==> config.mk <==
export PLATFORM = sky130hd
export DESIGN_NAME = reset_select_and_led_logic
export DESIGN_NICKNAME = d
export VERILOG_FILES = /design/src/reset_select_and_led_logic.v /design/src/pin_sync.v /design/src/led_blinker.v
export VERILOG_INCLUDE_DIRS = /design/src
export SDC_FILE = /design/constraint.sdc
export NUM_CORES = 1
export LEC_CHECK = 0
export ABC_AREA = 1
export BUFFER_PORTS_ARGS = -buffer_cell sky130_fd_sc_hd__clkbuf_2
export CORE_AREA = 5 5 126 128
export DETAILED_ROUTE_END_ITERATION = 6
export DIE_AREA = 0 0 131 133
export PLACE_DENSITY_LB_ADDON = 0.1
export SLEW_MARGIN = 5
export SYNTH_ARGS = -nofsm -noshare
export SYNTH_HDL_FRONTEND = slang
export SYNTH_SLANG_ARGS = --single-unit
export TNS_END_PERCENT = 5
==> constraint.sdc <==
create_clock -name sys_clk_i -period 1.8 [get_ports sys_clk_i]
set_clock_uncertainty 0.2 [all_clocks]
set_input_delay 0.18 -clock sys_clk_i [delete_from_list [all_inputs] [get_ports sys_clk_i]]
set_output_delay 0.18 -clock sys_clk_i [all_outputs]
set_load 0.01 [all_outputs]
==> src/reset_select_regs.vh <==
`ifndef RESET_SELECT_REGS_VH
`define RESET_SELECT_REGS_VH

// Register offsets (word address on the plain port)
`define RSL_ADDR_CTRL 4'h0
`define RSL_ADDR_CFG 4'h1
`define RSL_ADDR_STAT 4'h2

// Control register field positions (self-clearing bits)
`define RSL_BIT_FULL 16
`define RSL_BIT_RX 17
`define RSL_BIT_TX 18
`define RSL_BIT_DMA 19
`define RSL_BIT_FIFO 20
`define RSL_BIT_NET 21
`define RSL_BIT_HOST 22
`define RSL_BIT_EEPROM 23
`define RSL_BIT_RESET_OUT_PIN 24

// Configuration register field positions
`define RSL_BIT_STYLE 14
`define RSL_BIT_LEVEL 15

// Reset values
`define RSL_RST_STYLE 1'b0
`define RSL_RST_LEVEL 1'b0

// LED blink timing, in microseconds (tenths kept exact by using 0.1 us units)
`define RSL_LED_PERIOD_US10 418900
`define RSL_LED_LOW_US10 52400
`define RSL_LED_HIGH_US10 366500
`define RSL_CLK_NS 10
// Cycles = time in 0.1 us units * 100 ns / 10 ns
`define RSL_LED_LOW_CYC (`RSL_LED_LOW_US10 * 100 / `RSL_CLK_NS)
`define RSL_LED_HIGH_CYC (`RSL_LED_HIGH_US10 * 100 / `RSL_CLK_NS)

// Length of a triggered reset pulse in cycles
`define RSL_PULSE_CYC 16

`endif

==> src/reset_select_and_led_logic.v <==
// Summary of operation
// [RULE_01] - Style 0: link LED low on valid link, blinks during reception.
// [RULE_02] - Style 1: link LED low on valid link, blinks during receive or transmit.
// [RULE_03] - Style 0: duplex LED low in full duplex, blinks on collision.
// [RULE_04] - Style 1: duplex LED low in full duplex, high in half duplex.
// [RULE_05] - Level select bit sets reset-out pin active level, 1 high, 0 low.
// [RULE_06] - Full reset resets all selected functions on both paths, self-clears.
// [RULE_07] - Receive reset resets only selected receive-side functions, self-clears.
// [RULE_08] - Software uses receive reset after init only for receive error recovery.
// [RULE_09] - Transmit reset resets only selected transmit-side functions, self-clears.
// [RULE_10] - DMA select includes transfer engine in issued reset; self-clears.
// [RULE_11] - DMA with tx/full reset clears tx transfer logic, pointer, done, active.
// [RULE_12] - DMA with rx/full reset clears rx transfer logic, pointer, done.
// [RULE_13] - FIFO select resets tx buffers and threshold or rx buffers; self-clears.
// [RULE_14] - Network select includes network functions in issued reset.
// [RULE_15] - Network tx/rx resets clear their MAC, status, mode and statistics.
// [RULE_16] - Host select includes host interface, irq, countdown, transfer in full reset.
// [RULE_17] - Reset-out select makes full reset assert reset-out pin; self-clears.
// [RULE_18] - Blinking LEDs repeat 41.89ms: 5.24ms low, 36.65ms high.
// [RULE_19] - Self-clearing bits read zero once the reset sequence completes.
`timescale 1ns/1ps
`default_nettype none
`include "reset_select_regs.vh"
module reset_select_and_led_logic #(
  parameter [23:0] LED_LOW_CYC = `RSL_LED_LOW_CYC,
  parameter [23:0] LED_HIGH_CYC = `RSL_LED_HIGH_CYC,
  parameter [7:0] PULSE_CYC = `RSL_PULSE_CYC
) (
  input wire sys_clk_i,
  input wire arst_n_i,
  // Register port
  input wire [3:0] reg_addr_i,
  input wire [31:0] reg_wdata_i,
  input wire reg_wr_i,
  input wire reg_rd_i,
  output reg [31:0] reg_rdata_o,
  // Status pins from the network side (asynchronous)
  input wire link_valid_i,
  input wire rx_active_i,
  input wire tx_active_i,
  input wire full_duplex_i,
  input wire collision_i,
  // LED and reset-out pins
  output reg link_activity_led_o,
  output reg duplex_led_o,
  output reg reset_out_pin_o,
  // Per-function reset strobes, high while the function is held in reset
  output reg tx_dma_rst_o,
  output reg rx_dma_rst_o,
  output reg tx_fifo_rst_o,
  output reg rx_fifo_rst_o,
  output reg tx_net_rst_o,
  output reg rx_net_rst_o,
  output reg host_rst_o,
  output reg eeprom_reload_o,
  output reg busy_o
);

  // ****************************************
  // Input synchronisers
  // ****************************************
  wire link_s;
  wire rx_s;
  wire tx_s;
  wire fdx_s;
  wire col_s;
  wire blink;

  pin_sync u_sync_link (
    .sys_clk_i(sys_clk_i),
    .arst_n_i(arst_n_i),
    .pin_i(link_valid_i),
    .level_o(link_s)
  );
  pin_sync u_sync_rx (
    .sys_clk_i(sys_clk_i),
    .arst_n_i(arst_n_i),
    .pin_i(rx_active_i),
    .level_o(rx_s)
  );
  pin_sync u_sync_tx (
    .sys_clk_i(sys_clk_i),
    .arst_n_i(arst_n_i),
    .pin_i(tx_active_i),
    .level_o(tx_s)
  );
  pin_sync u_sync_fdx (
    .sys_clk_i(sys_clk_i),
    .arst_n_i(arst_n_i),
    .pin_i(full_duplex_i),
    .level_o(fdx_s)
  );
  pin_sync u_sync_col (
    .sys_clk_i(sys_clk_i),
    .arst_n_i(arst_n_i),
    .pin_i(collision_i),
    .level_o(col_s)
  );

  led_blinker #(
    .LOW_CYC(LED_LOW_CYC),
    .HIGH_CYC(LED_HIGH_CYC)
  ) u_blink (
    .sys_clk_i(sys_clk_i),
    .arst_n_i(arst_n_i),
    .blink_o(blink) // [RULE_18]
  );

  // ****************************************
  // Configuration and control registers
  // ****************************************
  reg indicator_style_sel_q;
  reg reset_out_level_sel_q;
  reg full_q;
  reg rx_q;
  reg tx_q;
  reg dma_q;
  reg fifo_q;
  reg net_q;
  reg host_q;
  reg eeprom_q;
  reg reset_out_pin_q;
  reg [7:0] cnt_q;
  reg active_q;

  wire wr_ctrl = reg_wr_i && (reg_addr_i == `RSL_ADDR_CTRL) && !active_q;
  wire start = wr_ctrl && (reg_wdata_i[`RSL_BIT_FULL] || reg_wdata_i[`RSL_BIT_RX] ||
                           reg_wdata_i[`RSL_BIT_TX]);

  always @(posedge sys_clk_i or negedge arst_n_i) begin
    if (!arst_n_i) begin
      indicator_style_sel_q <= `RSL_RST_STYLE;
      reset_out_level_sel_q <= `RSL_RST_LEVEL;
    end else if (reg_wr_i && reg_addr_i == `RSL_ADDR_CFG) begin
      indicator_style_sel_q <= reg_wdata_i[`RSL_BIT_STYLE];
      reset_out_level_sel_q <= reg_wdata_i[`RSL_BIT_LEVEL];
    end
  end

  // Writes to the control register while a sequence runs are ignored
  always @(posedge sys_clk_i or negedge arst_n_i) begin
    if (!arst_n_i) begin
      full_q <= 1'b0;
      rx_q <= 1'b0;
      tx_q <= 1'b0;
      dma_q <= 1'b0;
      fifo_q <= 1'b0;
      net_q <= 1'b0;
      host_q <= 1'b0;
      eeprom_q <= 1'b0;
      reset_out_pin_q <= 1'b0;
      cnt_q <= 8'h00;
      active_q <= 1'b0;
    end else if (start) begin
      full_q <= reg_wdata_i[`RSL_BIT_FULL];
      rx_q <= reg_wdata_i[`RSL_BIT_RX];
      tx_q <= reg_wdata_i[`RSL_BIT_TX];
      dma_q <= reg_wdata_i[`RSL_BIT_DMA];
      fifo_q <= reg_wdata_i[`RSL_BIT_FIFO];
      net_q <= reg_wdata_i[`RSL_BIT_NET];
      host_q <= reg_wdata_i[`RSL_BIT_HOST];
      eeprom_q <= reg_wdata_i[`RSL_BIT_EEPROM];
      reset_out_pin_q <= reg_wdata_i[`RSL_BIT_RESET_OUT_PIN];
      cnt_q <= PULSE_CYC;
      active_q <= 1'b1;
    end else if (active_q) begin
      if (cnt_q == 8'h01) begin
        // All self-clearing bits drop together when the sequence ends
        full_q <= 1'b0; // [RULE_06]
        rx_q <= 1'b0; // [RULE_07]
        tx_q <= 1'b0; // [RULE_09]
        dma_q <= 1'b0; // [RULE_10]
        fifo_q <= 1'b0; // [RULE_13]
        net_q <= 1'b0;
        host_q <= 1'b0; // [RULE_16]
        eeprom_q <= 1'b0;
        reset_out_pin_q <= 1'b0; // [RULE_17]
        active_q <= 1'b0; // [RULE_19]
        cnt_q <= 8'h00;
      end else begin
        cnt_q <= cnt_q - 8'h01;
      end
    end
  end

  // ****************************************
  // Reset fan-out
  // ****************************************
  // Full reset covers both paths; rx and tx resets cover only their own path
  wire tx_path = active_q && (full_q || tx_q); // [RULE_06] [RULE_09]
  wire rx_path = active_q && (full_q || rx_q); // [RULE_06] [RULE_07]

  always @(posedge sys_clk_i or negedge arst_n_i) begin
    if (!arst_n_i) begin
      tx_dma_rst_o <= 1'b0;
      rx_dma_rst_o <= 1'b0;
      tx_fifo_rst_o <= 1'b0;
      rx_fifo_rst_o <= 1'b0;
      tx_net_rst_o <= 1'b0;
      rx_net_rst_o <= 1'b0;
      host_rst_o <= 1'b0;
      eeprom_reload_o <= 1'b0;
      busy_o <= 1'b0;
      reset_out_pin_o <= 1'b0;
    end else begin
      tx_dma_rst_o <= tx_path && dma_q; // [RULE_10] [RULE_11]
      rx_dma_rst_o <= rx_path && dma_q; // [RULE_10] [RULE_12]
      tx_fifo_rst_o <= tx_path && fifo_q; // [RULE_13]
      rx_fifo_rst_o <= rx_path && fifo_q; // [RULE_13]
      tx_net_rst_o <= tx_path && net_q; // [RULE_14] [RULE_15]
      rx_net_rst_o <= rx_path && net_q; // [RULE_14] [RULE_15]
      host_rst_o <= active_q && full_q && host_q; // [RULE_16]
      eeprom_reload_o <= active_q && full_q && eeprom_q; // [RULE_06]
      busy_o <= active_q;
      // Pin rests at the inactive level; asserts at the selected level
      if (active_q && full_q && reset_out_pin_q) begin
        reset_out_pin_o <= reset_out_level_sel_q; // [RULE_05] [RULE_17]
      end else begin
        reset_out_pin_o <= ~reset_out_level_sel_q; // [RULE_05]
      end
    end
  end

  // ****************************************
  // LED pins
  // ****************************************
  reg link_led_d;
  reg dplx_led_d;
  always @* begin
    link_led_d = 1'b1;
    dplx_led_d = 1'b1;
    if (link_s) begin
      link_led_d = 1'b0;
      if (indicator_style_sel_q) begin
        if (rx_s || tx_s) begin
          link_led_d = blink; // [RULE_02]
        end
      end else if (rx_s) begin
        link_led_d = blink; // [RULE_01]
      end
    end
    if (fdx_s) begin
      dplx_led_d = 1'b0; // [RULE_03] [RULE_04]
    end else if (indicator_style_sel_q) begin
      dplx_led_d = 1'b1; // [RULE_04]
    end else if (col_s) begin
      dplx_led_d = blink; // [RULE_03]
    end
  end

  always @(posedge sys_clk_i or negedge arst_n_i) begin
    if (!arst_n_i) begin
      link_activity_led_o <= 1'b1;
      duplex_led_o <= 1'b1;
    end else begin
      link_activity_led_o <= link_led_d;
      duplex_led_o <= dplx_led_d;
    end
  end

  // ****************************************
  // Read-back
  // ****************************************
  always @(posedge sys_clk_i or negedge arst_n_i) begin
    if (!arst_n_i) begin
      reg_rdata_o <= 32'h00000000;
    end else if (reg_rd_i) begin
      case (reg_addr_i)
        `RSL_ADDR_CTRL: begin
          reg_rdata_o <= {7'h00, reset_out_pin_q, eeprom_q, host_q, net_q, fifo_q, dma_q, tx_q, rx_q,
                          full_q, 16'h0000}; // [RULE_19]
        end
        `RSL_ADDR_CFG: begin
          reg_rdata_o <= {16'h0000, reset_out_level_sel_q, indicator_style_sel_q, 14'h0000};
        end
        `RSL_ADDR_STAT: begin
          reg_rdata_o <= {24'h000000, active_q, link_s, rx_s, tx_s, fdx_s, col_s,
                          link_activity_led_o, duplex_led_o};
        end
        default: begin
          reg_rdata_o <= 32'h00000000;
        end
      endcase
    end else begin
      reg_rdata_o <= 32'h00000000;
    end
  end

endmodule
`default_nettype wire

==> src/pin_sync.v <==
`timescale 1ns/1ps
`default_nettype none
// Three-stage synchroniser; output changes once stages two and three agree
module pin_sync (
  input wire sys_clk_i,
  input wire arst_n_i,
  input wire pin_i,
  output reg level_o
);
  reg s1_q;
  reg s2_q;
  reg s3_q;
  always @(posedge sys_clk_i or negedge arst_n_i) begin
    if (!arst_n_i) begin
      s1_q <= 1'b0;
      s2_q <= 1'b0;
      s3_q <= 1'b0;
      level_o <= 1'b0;
    end else begin
      s1_q <= pin_i;
      s2_q <= s1_q;
      s3_q <= s2_q;
      if (s2_q == s3_q) begin
        level_o <= s3_q;
      end
    end
  end
endmodule
`default_nettype wire

==> src/led_blinker.v <==
`timescale 1ns/1ps
`default_nettype none
`include "reset_select_regs.vh"
// Free-running blink pattern: low phase then high phase
module led_blinker #(
  parameter [23:0] LOW_CYC = `RSL_LED_LOW_CYC,
  parameter [23:0] HIGH_CYC = `RSL_LED_HIGH_CYC
) (
  input wire sys_clk_i,
  input wire arst_n_i,
  output reg blink_o
);
  reg [23:0] cnt_q;
  always @(posedge sys_clk_i or negedge arst_n_i) begin
    if (!arst_n_i) begin
      cnt_q <= 24'h000000;
      blink_o <= 1'b0;
    end else if (!blink_o) begin
      if (cnt_q >= LOW_CYC - 24'h000001) begin
        cnt_q <= 24'h000000;
        blink_o <= 1'b1;
      end else begin
        cnt_q <= cnt_q + 24'h000001;
      end
    end else begin
      if (cnt_q >= HIGH_CYC - 24'h000001) begin
        cnt_q <= 24'h000000;
        blink_o <= 1'b0;
      end else begin
        cnt_q <= cnt_q + 24'h000001;
      end
    end
  end
endmodule
`default_nettype wire

==> results of run 1 <==
## path summary, 6_finish.rpt
check | start | end | slack (ns) | cells past startpoint
worst max register to register | u_blink.cnt_q[1]$_DFF_PN0_ | u_blink.cnt_q[5]$_DFF_PN0_ | 0.07 | 11
worst min register to register | u_sync_col.s1_q$_DFF_PN0_ | u_sync_col.s2_q$_DFF_PN0_ | 0.15 | 0
max in group asynchronous | arst_n_i | u_blink.cnt_q[15]$_DFF_PN0_ | 0.72 | 3
worst min-delay path | reg_addr_i[2] | tx_q$_DFFE_PN0P_ | 0.09 | 5
worst max-delay path | u_blink.cnt_q[1]$_DFF_PN0_ | u_blink.cnt_q[5]$_DFF_PN0_ | 0.07 | 11
min in group asynchronous | arst_n_i | reg_rdata_o[20]$_DFF_PN0_ | 0.12 | 2
## power groups by stage
| stage | clock (mW) | sequential, mW | combinational (mW) |
|---|---|---|---|
| 2_1_floorplan | 0 | 2.63 | 0.716 |
| 3_5_place_dp | 0 | 2.64 | 1.11 |
| 5_1_grt | 2.09 | 2.64 | 1.36 |
| 4_1_cts | 1.98 | 2.60 | 1.17 |
| 6_report | 1.92 | 2.60 | 1.19 |
| 3_3_place_gp | 0 | 2.64 | 1.10 |
## cell type report
cell class,count,area [um^2]
multi-input combinational,333,1620
inverter,67,251
timing repair buffer,103,764
tap,188,235
clock buffer,9,225
clock inverter,7,70.1
sequential,96,2410
fill,1562,9180
## placed cells by master (no fill, tap or decap), types with 2 or more instances in the layout
| cell type | instances |
|---|---|
| sky130_fd_sc_hd__nand2_1 | 122 |
| sky130_fd_sc_hd__dfrtp_1 | 93 |
| sky130_fd_sc_hd__nor2_1 | 92 |
| sky130_fd_sc_hd__inv_1 | 61 |
| sky130_fd_sc_hd__clkbuf_2 | 53 |
| sky130_fd_sc_hd__buf_4 | 23 |
| sky130_fd_sc_hd__dlygate4sd3_1 | 21 |
| sky130_fd_sc_hd__nand3_1 | 18 |
| sky130_fd_sc_hd__conb_1 | 15 |
| sky130_fd_sc_hd__xor2_1 | 14 |
| sky130_fd_sc_hd__o21ai_0 | 13 |
| sky130_fd_sc_hd__clkbuf_16 | 10 |
| sky130_fd_sc_hd__nor3_1 | 8 |
| sky130_fd_sc_hd__nand2_2 | 7 |
| sky130_fd_sc_hd__nor2_2 | 7 |
| sky130_fd_sc_hd__inv_2 | 5 |
| sky130_fd_sc_hd__nor2_4 | 5 |
| sky130_fd_sc_hd__a21oi_1 | 5 |
| sky130_fd_sc_hd__maj3_1 | 5 |
| sky130_fd_sc_hd__nand4_1 | 4 |
| sky130_fd_sc_hd__inv_8 | 4 |
| sky130_fd_sc_hd__buf_12 | 4 |
| sky130_fd_sc_hd__xnor2_1 | 3 |
| sky130_fd_sc_hd__nand2_4 | 2 |
| sky130_fd_sc_hd__nand3_2 | 2 |
| sky130_fd_sc_hd__ha_1 | 2 |
| sky130_fd_sc_hd__dfstp_2 | 2 |
## worst min-delay path: stages
cell and delay, ns:
sky130_fd_sc_hd__clkbuf_2 0.07, sky130_fd_sc_hd__nor2_1 0.06, sky130_fd_sc_hd__and3_4 0.19, sky130_fd_sc_hd__nand2_1 0.05, sky130_fd_sc_hd__nand2_1 0.04
## routing by layer
metal / global-route usage (%) / vias up / share of wire [%]
li1: - / 1712 / -
met1: 16.2 / 1535 / 46
met2: 19.4 / 41 / 49
met3: 2.87 / 15 / 3.1
met4: 4.46 / 0 / 1.7
met5: 0 / - / 0
## repair_timing
action                                  in CTS  in global routing
gates resized for setup                      4                 22
hold buffers                                21                  0
buffers inserted                             0                  6
cloned                                       0                  1
pin swaps                                    0                  6
endpoints found under the setup margin      21                 23
endpoints found under the hold margin       76                  0
## cells by family (layout without fill, tap and decap cells)
group	count (synthesis)	in the layout
AND/OR/NAND/NOR	271	271
flip-flops	96	96
buffers and inverters	84	186
AO/OA/AOI/OAI	22	22
XOR/XNOR	17	17
adder cells (fa/ha/maj)	8	8
other	1	15
## through the flow
stage / hold slack, ns / setup TNS, ns
final: 0.0873 / 0
after global routing: 0.102 / -0.0535
after CTS: 0.0800 / 0
after detailed placement: -0.0331 / -0.494
after global placement: -0.0343 / -0.248
after floorplan: -0.316 / 0
==> metrics.md, run 1 <==
| Metric | Value |
|---|---|
| Initial detailed-routing violation count | `96` |
| Cell type group with the largest total delay on the critical path | `simple AND/OR/NAND/NOR gates` |
| Clock sink total | `96` |
| Number of enable flip-flop cells after synthesis | `0` |
| Summed area of non-filler cells in the final layout | `0.00557 mm^2` |
| Global-route congestion overflow total | `0` |
| Count of inserted antenna diode cells | `0` |
| Primary FF master, synth | `sky130_fd_sc_hd__dfrtp_1` |
| Routed Wire Length | `10,100 um` |
| Vias after detailed routing | `3,303` |
| Logic gate share of total power | `20.8%` |
| Synthesized area divided by synthesized cell count | `8.53 um^2` |
| PwrDens | `1030 mW/mm^2` |
| IO Port Bufs | `54` |
| Number of hold violations in the final report | `0` |
| Commonest cells in the netlist | `130 x sky130_fd_sc_hd__nand2_1, 97 x sky130_fd_sc_hd__nor2_1, 94 x sky130_fd_sc_hd__dfrtp_1` |
| Async set or reset register ratio after synthesis | `100%` |
| Instance count of the mapped netlist | `499` |
| Adder and majority gate portion of the synthesized area | `2.06%` |
| Maximum buffer depth of the clock tree | `2` |
| Count of buffering cells on the critical path with inverters included | `1` |
| DRT antenna net count | `0` |
| Post-DP HPWL | `7350 um` |
| Std-Cell Rows | `45` |
| Fraction of layout instances using a drive strength above 1 | `21.8%` |
| Final worst slack | `0.0718 ns` |
| Time the worst path needs with I/O delays and setup | `1.73 ns` |
| Total clock buffers created by CTS | `9` |
| Switching part of the total | `31.6%` |
| Power, Total | `5.72 mW` |
| Internal power | `3.91 mW` |
| Clock tree root driver cell | `sky130_fd_sc_hd__clkbuf_16` |
| Startpoint-to-endpoint class of the critical path | `reg -> reg` |
| Post-route DRC violation count | `0` |
| Antenna violations before repair | `0` |
| Vias in the first global route | `3,210` |
| Share of synthesized area occupied by flip-flops and latches | `56.5%` |
| Synthesized flop and latch total | `96` |
| Worst endpoint data arrival time | `1.81 ns` |
| Biggest registers after layout | `u_blink.cnt_q x24, reg_rdata_o x19, cnt_q x8` |
| Static Leakage | `2.80 nW` |
| Worst path cell trace | `ha_4 > nand2_4 > nor2_4 > nor2_1 > nor2_1 > nand2_1 > nand2_2 > nand2_4 > clkbuf_16 > nand2_1 > nor2_1` |
| Combinational family with the most area after synthesis | `simple AND/OR/NAND/NOR gates` |
| Core region area | `0.0148 mm^2` |
| Worst-path clk slew | `0.07 ns` |
| Simple-gate share of the synthesized area | `26.2%` |
| Flop pwr share | `45.6%` |
| Area share of the leading cell type in the synthesized netlist | `55.2%` |
| Compound-cell area share of the yosys netlist | `2.79%` |
| Worst Setup Slack post-DPL | `-0.0399 ns` |
| First-pass GRT wire length | `16,400 um` |
| Post-synthesis cell type with the largest combined area | `sky130_fd_sc_hd__dfrtp_1` |
| Die area | `0.0174 mm^2` |
| Number of max-cap violations | `0` |
| FMAX | `0.579 GHz` |
| HP Class | `in -> reg` |
| Setup violation total in the final timing report | `0` |
| Netlist area before placement | `0.00426 mm^2` |
| Floorplan die width | `131 um` |
| CP max FO | `6` |
| Parity-gate share of the synthesized area counting xor and xnor cells | `3.50%` |
| CTS tree | `built` |
| Net count reported at finish | `658` |
| P_sw | `1.80 mW` |
| Initial standard-cell utilization of the core | `28.9%` |
| Clk_lat worst skew | `0.35 ns` |
| Fraction of the cycle the final worst path needs | `96.0%` |
| Worst vdd rail ir drop | `0.523 mV` |
| Required time reported for the critical path endpoint | `1.89 ns` |
| Flip-flop count of the largest register after layout | `24` |
| Number of top-level pins | `89` |
| Area Overhead vs Synth | `30.8%` |
| Die height | `133 um` |
| Worst path slowest cell | `sky130_fd_sc_hd__dfrtp_1` |
| Cell variety after synth | `30` |
| Register name with the most flops | `u_blink.cnt_q` |
| DR vias/cell | `4.11` |
| Status | `finished clean` |
| Pre-Repair DR Iteration Count | `4` |
| Highest cell delay on the worst timing path | `0.42 ns` |
| Proportion of power drawn by the clock network | `33.6%` |
| Top cell by count, worst path | `sky130_fd_sc_hd__nor2_1` |
| Dominant cells by area after synthesis | `sky130_fd_sc_hd__dfrtp_1 55%, sky130_fd_sc_hd__nand2_1 11%, sky130_fd_sc_hd__nor2_1 8.6%, sky130_fd_sc_hd__inv_1 5.4%, sky130_fd_sc_hd__xor2_1 2.9%` |
| Portion of netlist area occupied by mux cells | `0%` |
| Placed Area | `0.00490 mm^2` |
| Critical Path Start Type | `flip-flop` |
| Routed length per placed instance | `12.6 um` |
| Yosys warning count | `0` |
| Placed instance count | `759` |
| Final core occ | `37.8%` |
| Number of pins exceeding their max-slew limit in the final report | `0` |
| Number of H-tree branching levels | `3` |
| Most used standard cell by instance count after synthesis | `sky130_fd_sc_hd__nand2_1` |
| Critical Path End Type | `flip-flop` |
| Pin count of the biggest net entering global routing | `35` |
| Aggregate global-route resource usage | `12.2%` |
| Non-filler cells in the finished layout | `803` |
| RD Place Congestion | `0.784` |
Note: power is estimated with default switching activity, not from simulation.
==> run 2, diff against run 1 <==
--- a/config.mk
+++ b/config.mk
@@ -11,7 +11,7 @@
 export CORE_AREA = 5 5 126 128
 export DETAILED_ROUTE_END_ITERATION = 6
 export DIE_AREA = 0 0 131 133
-export PLACE_DENSITY_LB_ADDON = 0.1
+export PLACE_DENSITY = 0.54
 export SLEW_MARGIN = 5
 export SYNTH_ARGS = -nofsm -noshare
 export SYNTH_HDL_FRONTEND = slang
==> run 2 against run 1 <==
Net effect:
- final cell count is 1.2% lower
- global-route usage down 1.2 points
- power down 1.2%
- critical path depth is 2 lower
- first-iteration DRC count rose by 85%
- via count is 2.1% higher
- wire length shrank 5.0%
- critical path type unchanged
- largest cell class unchanged
- largest power group unchanged
==> metrics.md, run 2 (synthesis results as in run 1) <==
| Metric | Value |
|---|---|
| Status | `finished clean` |
| Register name with the most flops | `u_blink.cnt_q` |
| Core region area | `0.0148 mm^2` |
| Setup repair after global routing missed its margin | `yes` |
| Die height | `133 um` |
| Total clock buffers created by CTS | `9` |
| Critical Path End Type | `flip-flop` |
| IO Port Bufs | `54` |
| Area Overhead vs Synth | `29.3%` |
| Routed Wire Length | `9580 um` |
| Critical Path Start Type | `flip-flop` |
| Most frequent cells in the layout | `117 x sky130_fd_sc_hd__nand2_1, 90 x sky130_fd_sc_hd__nor2_1, 89 x sky130_fd_sc_hd__dfrtp_1` |
| Maximum buffer depth of the clock tree | `2` |
| Initial standard-cell utilization of the core | `28.9%` |
| Worst endpoint data arrival time | `1.79 ns` |
| Routed length per placed instance | `12.1 um` |
| Final worst slack | `0.0350 ns` |
| Floorplan die width | `131 um` |
| HP Class | `in -> reg` |
| Required time reported for the critical path endpoint | `1.83 ns` |
| FMAX | `0.567 GHz` |
| Static Leakage | `2.72 nW` |
| Number of cells on the worst reg-to-reg path | `9` |
| DRT antenna net count | `0` |
| First-pass GRT wire length | `15,400 um` |
| Clock tree root driver cell | `sky130_fd_sc_hd__clkbuf_16` |
| Worst vdd rail ir drop | `0.609 mV` |
| Final core occ | `37.3%` |
| Number of max-cap violations | `0` |
| Fraction of layout instances using a drive strength above 1 | `22.6%` |
| Antenna violations before repair | `0` |
| DR vias/cell | `4.25` |
| Number of top-level pins | `89` |
| Initial detailed-routing violation count | `178` |
| Aggregate global-route resource usage | `11.1%` |
| Flop-to-flop setup slack | `0.04 ns` |
| Number of hold violations in the final report | `0` |
| Net count reported at finish | `648` |
| Worst Setup Slack post-DPL | `0.00779 ns` |
| Worst hold path depth | `5` |
| Count of inserted antenna diode cells | `0` |
| CTS tree | `built` |
| Global-route congestion overflow total | `0` |
| PwrDens | `1030 mW/mm^2` |
| Pin count of the biggest net entering global routing | `35` |
| Biggest registers after layout | `u_blink.cnt_q x24, reg_rdata_o x19, cnt_q x8` |
| Die area | `0.0174 mm^2` |
| Clock sink total | `96` |
| Startpoint-to-endpoint class of the critical path | `reg -> reg` |
| Clk_lat worst skew | `0.34 ns` |
| Flip-flop count of the largest register after layout | `24` |
| Vias in the first global route | `3,212` |
| Post-DP HPWL | `6790 um` |
| Std-Cell Rows | `45` |
| RD Place Congestion | `0.856` |
| Pre-Repair DR Iteration Count | `4` |
| Commonest non-fill, non-tap cell in the layout | `sky130_fd_sc_hd__nand2_1` |
| Setup violation total in the final timing report | `0` |
| Post-route DRC violation count | `0` |
| Worst-path clk slew | `0.07 ns` |
| Fraction of the cycle the final worst path needs | `98.1%` |
| Count of filler cells inserted in the layout | `1,516` |
| Number of H-tree branching levels | `3` |
| CP max FO | `5` |
| Time the worst path needs with I/O delays and setup | `1.76 ns` |
| Vias after detailed routing | `3,372` |
| Number of pins exceeding their max-slew limit in the final report | `0` |
[run 2: cell types whose count changed in the layout (fill, tap and decap cells not counted), moves of 4 or more]
| cell | previous run | this run |
|---|---|---|
| sky130_fd_sc_hd__nand2_1 | 122 | 117 |
| sky130_fd_sc_hd__dfrtp_1 | 93 | 89 |
| sky130_fd_sc_hd__dfrtp_2 | 1 | 5 |
| sky130_fd_sc_hd__nand2_2 | 7 | 12 |
| sky130_fd_sc_hd__nor2_4 | 5 | 9 |
| sky130_fd_sc_hd__buf_4 | 23 | 12 |
[run 2: per-layer routing]
metal	GRT usage [%]	wire length (um)
met1	15.1	4480
met2	17.2	4530
met3	2.30	395
met4	4.29	178
met5	0	0
[run 2: final timing paths]
check,startpoint,endpoint
worst max-delay path,u_blink.cnt_q[8]$_DFF_PN0_,u_blink.cnt_q[16]$_DFF_PN0_
worst min-delay path,reg_addr_i[2],rx_q$_DFFE_PN0P_
worst max register to register,u_blink.cnt_q[8]$_DFF_PN0_,u_blink.cnt_q[16]$_DFF_PN0_
worst min register to register,u_sync_rx.s1_q$_DFF_PN0_,u_sync_rx.s2_q$_DFF_PN0_
max in group asynchronous,arst_n_i,duplex_led_o$_DFF_PN1_
min in group asynchronous,arst_n_i,reg_rdata_o[22]$_DFF_PN0_
[run 2: through the flow]
| step | cell area, um^2 | total power, mW | instances | TNS [ns] | hold WS, ns |
|---|---|---|---|---|---|
| 2_1_floorplan | 4310 | 3.34 | 513 | 0 | -0.316 |
| 3_3_place_gp | 4780 | 3.66 | 747 | 0 | -0.0455 |
| 3_5_place_dp | 4780 | 3.68 | 747 | 0 | -0.0400 |
| 4_1_cts | 5290 | 5.64 | 784 | 0 | 0.0820 |
| 5_1_grt | 5510 | 5.99 | 793 | -0.566 | 0.117 |
| 6_report | 5510 | 5.65 | 793 | 0 | 0.0982 |
[run 2: where the power goes]
| part | total, mW | internal, mW | switching, mW |
|---|---|---|---|
| combinational | 1.16 | 0.452 | 0.708 |
| sequential | 2.61 | 2.44 | 0.173 |
| clock | 1.88 | 1.01 | 0.870 |
[run 2: area by class of cell]
| class | instances | area [um^2] | share of cell area (%) |
|---|---|---|---|
| Clock buffer | 10 | 239 | 4.34 |
| Sequential cell | 96 | 2410 | 43.8 |
| Inverter | 67 | 255 | 4.64 |
| Multi-Input combinational cell | 336 | 1670 | 30.4 |
| Clock inverter | 6 | 56.3 | 1.02 |
| Timing Repair Buffer | 90 | 637 | 11.6 |
| Tap cell | 188 | 235 | 4.27 |
[run 2: worst max-delay path, cell delays in order, from the launching register on]
cell and delay [ns]:
sky130_fd_sc_hd__dfrtp_2 0.45, sky130_fd_sc_hd__nor2_2 0.14, sky130_fd_sc_hd__nand2_1 0.10, sky130_fd_sc_hd__nor2_4 0.12
sky130_fd_sc_hd__nand2_2 0.08, sky130_fd_sc_hd__nor2_4 0.13, sky130_fd_sc_hd__nor2_4 0.04, sky130_fd_sc_hd__buf_12 0.13
sky130_fd_sc_hd__nor2_4 0.18, sky130_fd_sc_hd__nor2_1 0.07
[run 2: what timing repair did]
action / in CTS / in global routing
gates cloned: 0 / 3
hold buffers: 21 / 0
buffers inserted: 0 / 6
hold endpoints to repair: 113 / 0
pin swaps: 0 / 15
endpoints found under the setup margin: 1 / 31
resized for setup: 1 / 41
